**src/inc/bsw_pkg.sv**
```systemverilog
// Package of constants and types for the switch telegram builder.
package bsw_pkg;
	localparam int ADDR_BYTES = 6;
	localparam int HDR_BYTES = 2;
	localparam int CRC_BYTES = 3;
	localparam int KEY_BYTES = 16;
	localparam int SEQ_BYTES = 4;
	localparam int SIG_BYTES = 4;
	localparam int OPT_MAX_BYTES = 4;
	localparam int AUTH_BYTES = 13;
	localparam logic [1:0] PRAND_TAG = 2'h2;
	localparam int PRAND_RND_BITS = 22;
	localparam int HALF_ADDR_BITS = 24;
	localparam logic [7:0] HDR_ADV_BYTE = 8'h42;
	localparam logic [7:0] TYPE_MFR_DATA = 8'hFF;
	localparam logic [7:0] LEN_DATA_BASE = 8'h0C;
	localparam logic [7:0] LEN_COMMISSION = 8'h1D;
	localparam logic [2:0] STATUS_RSVD = 3'h0;
	localparam logic [23:0] CRC_POLY = 24'h00_065B;
	localparam logic [23:0] CRC_INIT = 24'h55_5555;
	localparam logic [31:0] SEQ_RESET = 32'h0000_0000;
	localparam logic [21:0] PRAND_SEED = 22'h15_A5A5;
	localparam logic [21:0] PRAND_TAPS = 22'h20_0001;
	// Field byte offsets inside the payload.
	localparam int P_LEN = 0;
	localparam int P_TYPE = 1;
	localparam int P_MFR = 2;
	localparam int P_SEQ = 4;
	localparam int P_STATUS = 8;
	localparam int P_OPT = 9;
	localparam int P_KEY = 8;
	localparam int P_SADDR = 24;
	typedef enum logic [1:0] {
		BSW_OPT0,
		BSW_OPT1,
		BSW_OPT2,
		BSW_OPT4
	} bsw_opt_t;
	typedef enum logic {
		BSW_CIPH_HASH,
		BSW_CIPH_SIGN
	} bsw_ciph_t;
endpackage

```
**src/hw/bsw_prand_gen.sv**
```systemverilog
// Free-running prand source for rotating private addresses.
`timescale 1ns/100ps
`default_nettype none
module bsw_prand_gen (
	input wire logic core_clk,
	input wire logic sys_rst,
	output logic [23:0] prand
);
	import bsw_pkg::*;
	typedef struct packed {
		logic [21:0] lfsr_q;
	} bsw_prand_st_t;
	bsw_prand_st_t st_q, st_d;
	always_comb begin
		st_d = st_q;
		st_d.lfsr_q = {st_q.lfsr_q[20:0], ^(st_q.lfsr_q & PRAND_TAPS)};
	end
	always_ff @(posedge core_clk) begin
		if (sys_rst) begin
			st_q <= '{lfsr_q: PRAND_SEED};
		end else begin
			st_q <= st_d;
		end
	end
	// Seed is a constant, so a real part should mix in entropy at power-up.
	assign prand = {PRAND_TAG, st_q.lfsr_q};
endmodule
`default_nettype wire

```
**src/hw/bsw_crc24.sv**
```systemverilog
// Byte-wide 24-bit link CRC, bits taken least significant first.
`timescale 1ns/100ps
`default_nettype none
module bsw_crc24 (
	input wire logic core_clk,
	input wire logic sys_rst,
	input wire logic crc_init,
	input wire logic byte_en,
	input wire logic [7:0] byte_in,
	output logic [23:0] crc_next
);
	import bsw_pkg::*;
	typedef struct packed {
		logic [23:0] crc_q;
	} bsw_crc_st_t;
	bsw_crc_st_t st_q, st_d;
	function automatic logic [23:0] crc_byte(input logic [23:0] c,
		input logic [7:0] b);
		logic [23:0] r;
		logic fb;
		r = c;
		for (int i = 0; i < 8; i++) begin
			fb = r[23] ^ b[i];
			r = {r[22:0], 1'b0} ^ (fb ? CRC_POLY : 24'h00_0000);
		end
		return r;
	endfunction
	always_comb begin
		st_d = st_q;
		if (crc_init) begin
			st_d.crc_q = CRC_INIT;
		end else if (byte_en) begin
			st_d.crc_q = crc_byte(st_q.crc_q, byte_in);
		end
	end
	always_ff @(posedge core_clk) begin
		if (sys_rst) begin
			st_q <= '{crc_q: CRC_INIT};
		end else begin
			st_q <= st_d;
		end
	end
	assign crc_next = st_d.crc_q;
endmodule
`default_nettype wire

```
**src/hw/bsw_telegram_builder.sv**
```systemverilog
// Telegram builder: address, payload and check fields as a byte stream.
`timescale 1ns/100ps
`default_nettype none
module bsw_telegram_builder #(
	// Device-type code; the value is arbitrary.
	parameter logic [15:0] DEV_TYPE_CODE = 16'h5AA5,
	// Default manufacturer code; the value is arbitrary.
	parameter logic [15:0] MFR_CODE_DEFAULT = 16'h1234
) (
	input wire logic core_clk,
	input wire logic sys_rst,
	input wire logic stroke_valid,
	input wire logic stroke_press,
	input wire logic first_a,
	input wire logic second_a,
	input wire logic first_b,
	input wire logic second_b,
	input wire logic commission_req,
	input wire logic rotating_address_select,
	input wire logic [31:0] static_addr_low,
	input wire logic [127:0] device_key,
	input wire logic irk_override_en,
	input wire logic [127:0] irk_cfg,
	input wire logic mfr_override_en,
	input wire logic [15:0] mfr_code_cfg,
	input wire bsw_pkg::bsw_opt_t opt_size,
	input wire logic [31:0] opt_data,
	output logic cipher_start,
	output bsw_pkg::bsw_ciph_t cipher_mode,
	output logic [127:0] cipher_key,
	output logic [127:0] cipher_block,
	output logic [103:0] cipher_auth,
	input wire logic cipher_done,
	input wire logic [127:0] cipher_result,
	output logic out_valid,
	output logic [7:0] out_byte,
	output logic out_last,
	input wire logic out_ready,
	output logic busy,
	output logic [31:0] seq_count
);
	import bsw_pkg::*;
	typedef enum logic [2:0] {
		S_IDLE,
		S_DIR,
		S_SAMPLE,
		S_HASH,
		S_SIGN,
		S_SEND
	} bsw_state_t;
	typedef struct packed {
		bsw_state_t state;
		logic commission;
		logic press;
		logic [3:0] held;
		logic [7:0] status;
		logic [31:0] seq;
		logic [23:0] prand;
		logic [23:0] hash;
		logic rotating;
		logic [31:0] sig;
		logic [5:0] idx;
		logic [7:0] obyte;
		logic ciph_pend;
	} bsw_st_t;
	bsw_st_t st_q, st_d;
	logic [23:0] prand_now;
	logic [23:0] crc_next;
	logic [47:0] static_addr;
	logic [47:0] tx_addr;
	logic [127:0] irk;
	logic [15:0] mfr;
	logic [7:0] len_byte;
	logic [5:0] opt_bytes;
	logic [5:0] pay_bytes;
	logic [5:0] crc_at;
	logic [5:0] last_at;
	logic accept;
	bsw_prand_gen u_prand (
		.core_clk(core_clk),
		.sys_rst(sys_rst),
		.prand(prand_now)
	);
	bsw_crc24 u_crc (
		.core_clk(core_clk),
		.sys_rst(sys_rst),
		.crc_init(st_q.state == S_IDLE),
		.byte_en(accept && (st_q.idx < crc_at)),
		.byte_in(st_q.obyte),
		.crc_next(crc_next)
	);
	function automatic logic [5:0] opt_len(input bsw_opt_t s);
		unique case (s)
			BSW_OPT0: return 6'd0;
			BSW_OPT1: return 6'd1;
			BSW_OPT2: return 6'd2;
			BSW_OPT4: return 6'd4;
		endcase
	endfunction
	assign static_addr = {DEV_TYPE_CODE, static_addr_low};
	// Commissioning never rotates, as it must reveal the identity.
	assign tx_addr = (st_q.rotating && !st_q.commission) ?
		{st_q.prand, st_q.hash} : static_addr;
	assign irk = irk_override_en ? irk_cfg : device_key;
	assign mfr = mfr_override_en ? mfr_code_cfg : MFR_CODE_DEFAULT;
	assign opt_bytes = opt_len(opt_size);
	assign len_byte = st_q.commission ? LEN_COMMISSION :
		LEN_DATA_BASE + {2'h0, opt_bytes};
	assign pay_bytes = 6'(len_byte) + 6'd1;
	assign crc_at = 6'(HDR_BYTES + ADDR_BYTES) + pay_bytes;
	assign last_at = crc_at + 6'(CRC_BYTES - 1);
	assign accept = (st_q.state == S_SEND) && out_ready;
	// Payload byte by offset; multi-byte fields go least significant first.
	function automatic logic [7:0] pay_at(input logic [5:0] p);
		logic [7:0] b;
		b = 8'h00;
		if (p == 6'(P_LEN)) begin
			b = len_byte;
		end else if (p == 6'(P_TYPE)) begin
			b = TYPE_MFR_DATA;
		end else if (p < 6'(P_SEQ)) begin
			b = mfr[8*(p-6'(P_MFR)) +: 8];
		end else if (p < 6'(P_STATUS)) begin
			b = st_q.seq[8*(p-6'(P_SEQ)) +: 8];
		end else if (st_q.commission) begin
			if (p < 6'(P_SADDR)) begin
				b = device_key[8*(p-6'(P_KEY)) +: 8];
			end else begin
				b = static_addr[8*(p-6'(P_SADDR)) +: 8];
			end
		end else if (p == 6'(P_STATUS)) begin
			b = st_q.status;
		end else if (p < 6'(P_OPT) + opt_bytes) begin
			b = opt_data[8*(p-6'(P_OPT)) +: 8];
		end else begin
			b = st_q.sig[8*(p-6'(P_OPT)-opt_bytes) +: 8];
		end
		return b;
	endfunction
	function automatic logic [7:0] frame_at(input logic [5:0] i,
		input logic [23:0] crc);
		logic [7:0] b;
		b = 8'h00;
		if (i == 6'd0) begin
			b = HDR_ADV_BYTE;
		end else if (i == 6'd1) begin
			b = 8'(pay_bytes) + 8'(ADDR_BYTES);
		end else if (i < 6'(HDR_BYTES + ADDR_BYTES)) begin
			b = tx_addr[8*(i-6'(HDR_BYTES)) +: 8];
		end else if (i < crc_at) begin
			b = pay_at(i - 6'(HDR_BYTES + ADDR_BYTES));
		end else begin
			b = crc[8*(i-crc_at) +: 8];
		end
		return b;
	endfunction
	always_comb begin
		logic [103:0] auth;
		auth = '0;
		for (int k = 0; k < AUTH_BYTES; k++) begin
			auth[8*k +: 8] = (k < P_OPT + int'(opt_bytes)) ?
				pay_at(6'(k)) : 8'h00;
		end
		st_d = st_q;
		cipher_start = 1'b0;
		cipher_mode = BSW_CIPH_HASH;
		cipher_block = {104'h0, st_q.prand};
		cipher_auth = auth;
		unique case (st_q.state)
			S_IDLE: begin
				// Requests while busy are dropped, never queued.
				if (commission_req) begin
					st_d.commission = 1'b1;
					st_d.state = S_SEND;
					st_d.idx = '0;
				end else if (stroke_valid) begin
					st_d.commission = 1'b0;
					st_d.state = S_DIR;
				end
			end
			S_DIR: begin
				st_d.press = stroke_press;
				st_d.state = S_SAMPLE;
			end
			S_SAMPLE: begin
				// Release reports what the press reported.
				if (st_q.press) begin
					st_d.held = {second_b, first_b, second_a, first_a};
				end
				st_d.status = {STATUS_RSVD,
					st_q.press ? {second_b, first_b, second_a, first_a} :
					st_q.held, st_q.press};
				st_d.rotating = rotating_address_select;
				st_d.prand = prand_now;
				st_d.ciph_pend = 1'b1;
				st_d.state = rotating_address_select ? S_HASH : S_SIGN;
			end
			S_HASH: begin
				cipher_start = st_q.ciph_pend;
				st_d.ciph_pend = 1'b0;
				if (cipher_done && !st_q.ciph_pend) begin
					st_d.hash = cipher_result[HALF_ADDR_BITS-1:0];
					st_d.ciph_pend = 1'b1;
					st_d.state = S_SIGN;
				end
			end
			S_SIGN: begin
				cipher_mode = BSW_CIPH_SIGN;
				cipher_block = {tx_addr[7:0], tx_addr[15:8], tx_addr[23:16],
					tx_addr[31:24], tx_addr[39:32], tx_addr[47:40],
					st_q.seq[7:0], st_q.seq[15:8], st_q.seq[23:16],
					st_q.seq[31:24], 24'h00_0000, 24'h00_0000};
				cipher_start = st_q.ciph_pend;
				st_d.ciph_pend = 1'b0;
				if (cipher_done && !st_q.ciph_pend) begin
					st_d.sig = cipher_result[31:0];
					st_d.state = S_SEND;
					st_d.idx = '0;
				end
			end
			S_SEND: begin
				if (accept) begin
					if (st_q.idx == last_at) begin
						st_d.seq = st_q.seq + 32'h0000_0001;
						st_d.state = S_IDLE;
					end else begin
						st_d.idx = st_q.idx + 6'd1;
					end
				end
			end
		endcase
		// The output byte is registered ahead of need, so the CRC tail
		// uses the next CRC value that already holds the last payload byte.
		if (st_d.state == S_SEND) begin
			st_d.obyte = frame_at(st_d.idx, crc_next);
		end
	end
	always_ff @(posedge core_clk) begin
		if (sys_rst) begin
			st_q <= '{state: S_IDLE, seq: SEQ_RESET, default: '0};
		end else begin
			st_q <= st_d;
		end
	end
	// The identity key serves the hash, the device key the signature.
	assign cipher_key = (st_q.state == S_HASH) ? irk : device_key;
	assign out_valid = (st_q.state == S_SEND);
	assign out_byte = st_q.obyte;
	assign out_last = out_valid && (st_q.idx == last_at);
	assign busy = (st_q.state != S_IDLE);
	assign seq_count = st_q.seq;
endmodule
`default_nettype wire

```
**config.mk**
```make
export PLATFORM = sky130hd
export DESIGN_NAME = bsw_telegram_builder
export DESIGN_NICKNAME = d
export VERILOG_FILES = /design/src/inc/bsw_pkg.sv /design/src/hw/bsw_prand_gen.sv /design/src/hw/bsw_crc24.sv /design/src/hw/bsw_telegram_builder.sv
export SDC_FILE = /design/constraint.sdc
export NUM_CORES = 1
export LEC_CHECK = 0
export BUFFER_PORTS_ARGS = -buffer_cell sky130_fd_sc_hd__clkbuf_2
export CELL_PAD_IN_SITES_DETAIL_PLACEMENT = 1
export CELL_PAD_IN_SITES_GLOBAL_PLACEMENT = 1
export CORE_AREA = 2 2 347 349
export CTS_BUF_LIST = sky130_fd_sc_hd__clkbuf_2
export DETAILED_ROUTE_END_ITERATION = 6
export DIE_AREA = 0 0 349 351
export GPL_ROUTABILITY_DRIVEN = 1
export PLACE_DENSITY = 0.48
export SYNTH_ARGS = -nofsm -noshare
export SYNTH_HDL_FRONTEND = slang
export SYNTH_SLANG_ARGS = --single-unit
```
**constraint.sdc**
```tcl
create_clock -name core_clk -period 9.05 [get_ports core_clk]
set_clock_uncertainty 0.2 [all_clocks]
set_input_delay 1.81 -clock core_clk [delete_from_list [all_inputs] [get_ports core_clk]]
set_output_delay 1.81 -clock core_clk [all_outputs]
set_load 0.05 [all_outputs]
```
==> results.json <==
{
  "synth_edf_count": 0,
  "htree_levels": 4,
  "final_antenna_net_count": 0,
  "critical_path.endpoint_type": "output port",
  "grt_pass1_wl_um": 157000,
  "routedWlPerCell_um": 26.6,
  "critical_path.cell_chain": "clkbuf_2 > inv_1 > ha_1 > buf_4 > and2_1 > nand2_1 > and2_1 > nor2_1 > nor3b_1 > a21oi_1 > nor2_1 > a21oi_1 > nor2_1 > clkbuf_2",
  "synth_adder_area_share_pct": 3.88,
  "clockBufferDepth": 2,
  "setup_tns_ns": 0,
  "cts_tree": "built",
  "start_util_pct": 14.1,
  "rows": 127,
  "synth.area.mux_share_pct": 20.3,
  "synth_compound_area_share_pct": 14.2,
  "nets": 3389,
  "drt_wl_total_um": 118000,
  "synthSimpleGateAreaFrac_pct": 27.5,
  "synth_area_um2": 16800,
  "dr.pass1.iters": 5,
  "hold_viol_final": 0,
  "status": "finished, final reports clean",
  "path_common_cell": "nor2_1",
  "clk_latency_ns": 1.05,
  "instances_no_fill": 4433,
  "dieArea_um2": 122000,
  "synth_xor_area_share_pct": 4.06,
  "synth_top_family_by_area": "simple AND/OR/NAND/NOR gates",
  "antenna_found_initial": 41,
  "total_power_mw": 3.27,
  "synth_seq_cells": 183,
  "max_stage_delay_ns": 1.09,
  "synthCells": 2241,
  "cp-start-kind": "primary input",
  "ir_drop_mv": 0.0906,
  "synth_cell_type_count": 83,
  "p_leak_nw": 9.62,
  "seq_area_frac_synth_pct": 21.8,
  "viasPerCell": 4.34,
  "die_w_um": 349,
  "ctsResizeCount": 0,
  "grt_max_degree": 82,
  "final_common_cell": "clkbuf_2",
  "setup_viol": 0,
  "dp_hpwl_um": 99200,
  "cts_setup_buffers": 0,
  "cts.reportedPaths.clkPinSlew_ns": 0.36,
  "die_h_um": 351,
  "arrival_ns": 5.89,
  "core_um2": 119000,
  "crit_path_max_fanout": 27,
  "max_freq_mhz": 127,
  "grt.overflow.total": 0,
  "cpMaxStageDelayCell": "nor2_1",
  "hp-class": "register to register",
  "max_cap_viol_count": 0,
  "synth_flop_cell": "dfxtp_1",
  "crit_type": "primary input to output port",
  "powerDensity_nw_per_um2": 148,
  "cts_sinks": 183,
  "final_cell_mix": "clkbuf_2, nand2_1, nor2_1",
  "vias": 19255,
  "cts_root_buf": "clkbuf_2",
  "rsz0062_at_grt": "no",
  "min_period_ns": 7.90,
  "place_ws_ns": 0.756,
  "fin_hold_ws_ns": 0.220,
  "syn_avg_cell_area_um2": 7.51,
  "syn2layout_area_growth_pct": 31.6,
  "grt_use_total_pct": 18.3,
  "slew_headroom_pct": 14.8,
  "layout-drive-gt1-share_pct": 37.3,
  "routabilityCongestion": 0.883,
  "worstPathRequired_ns": 7.04,
  "slew_viol_final": 0,
  "numPortBuffers": 760,
  "fin_crit_sh_pct": 87.3,
  "synthArstFlopShare_pct": 0,
  "cts_buffers": 17,
  "drc": 0,
  "holdBufCountCts": 0,
  "io-pin-count": 885,
  "synth_warnings": 0,
  "first_iter_violations": 1361,
  "grt_pass1_vias": 18963,
  "max_slew.worst_pin.slew_ns": 1.27,
  "worst_slack_ns": 1.15,
  "place_inst": 4387
}
==> cell type report <==
cell class	count	area, µm²
clock inverter	14	183
antenna	14	35.0
timing repair buffer	807	4160
clock buffer	18	90.1
inverter	37	144
multi-input combinational	1812	11900
fill	14599	96900
tap	1548	1940
sequential	183	3670
==> through the flow <==
stage | cell area [µm²] | utilization, %
6_report | 22100 | 18.6
2_1_floorplan | 16900 | -
5_1_grt | 22100 | 18.6
4_1_cts | 22100 | 18.6
3_5_place_dp | 21800 | 18.3
3_3_place_gp | 21800 | 18.3
==> sequential cells by signal (all words and copies together), names as in the netlist <==
register      cells
out_byte          8
u_crc.st_q       24
seq_count        32
st_q             97
u_prand.st_q     22
==> power by group <==
| part | internal, mW | switching, mW |
|---|---|---|
| clock network | 0.122 | 0.380 |
| logic | 0.487 | 1.34 |
| registers | 0.858 | 0.0833 |
==> critical path: cells and delay by family <==
kind            cells  cell delay [ns]
compound gates      2             0.48
fa+ha+maj           1             0.29
buf+inv             4             0.96
simple gates        7             2.34
==> cell usage after synthesis (14+ instances only) <==
master    number  area, µm²
mux4_2        40        901
inv_1         32        120
buf_2         22        110
or2_2         17        106
nor3_1        21        105
buf_4         82        616
nand3_1       79        395
and2_1        56        350
a31oi_1       26        163
nor2_1       219        822
mux2_2       146       1640
nand2b_1      16        100
xor2_1        33        289
nor3b_1       14        105
o21ai_0       49        245
nor2b_1       42        263
and3_1        54        338
clkbuf_1     117        439
mux2i_1       87        871
nand2_1      422       1580
nand4_1       22        138
xnor2_1       45        394
dfxtp_1      183       3660
a21oi_1      165        826
ha_1          49        613
a211oi_1      19        143
==> cells by family (layout without fill, tap and decap cells) <==
logic type | after synthesis | in the layout
other | 1 | 42
adder cells (fa/ha/maj) | 51 | 51
multiplexers | 273 | 273
buffers and inverters | 273 | 876
AND/OR/NAND/NOR | 1005 | 1005
flip-flops | 183 | 183
XOR/XNOR | 78 | 78
AO/OA/AOI/OAI | 377 | 377
==> routing by layer <==
layer	wire, µm	up-vias	GRT usage, %
met1	55700	9594	26.3
met3	8550	74	4.48
met4	1620	22	3.09
met2	51700	582	27.7
li1	-	8983	-
met5	156	-	0
==> final timing paths <==
path | start | slack [ns] | endpoint | depth (start not counted)
worst max-delay path | opt_size[1] | 1.15 | cipher_auth[81] | 14
worst min-delay path | u_prand.st_q[6] | 0.22 | st_q[78] | 2
worst max register to register | st_q[141] | 2.32 | out_byte[6] | 20
worst min register to register | u_prand.st_q[6] | 0.22 | st_q[78] | 2
(Power assumes the default switching activity.)
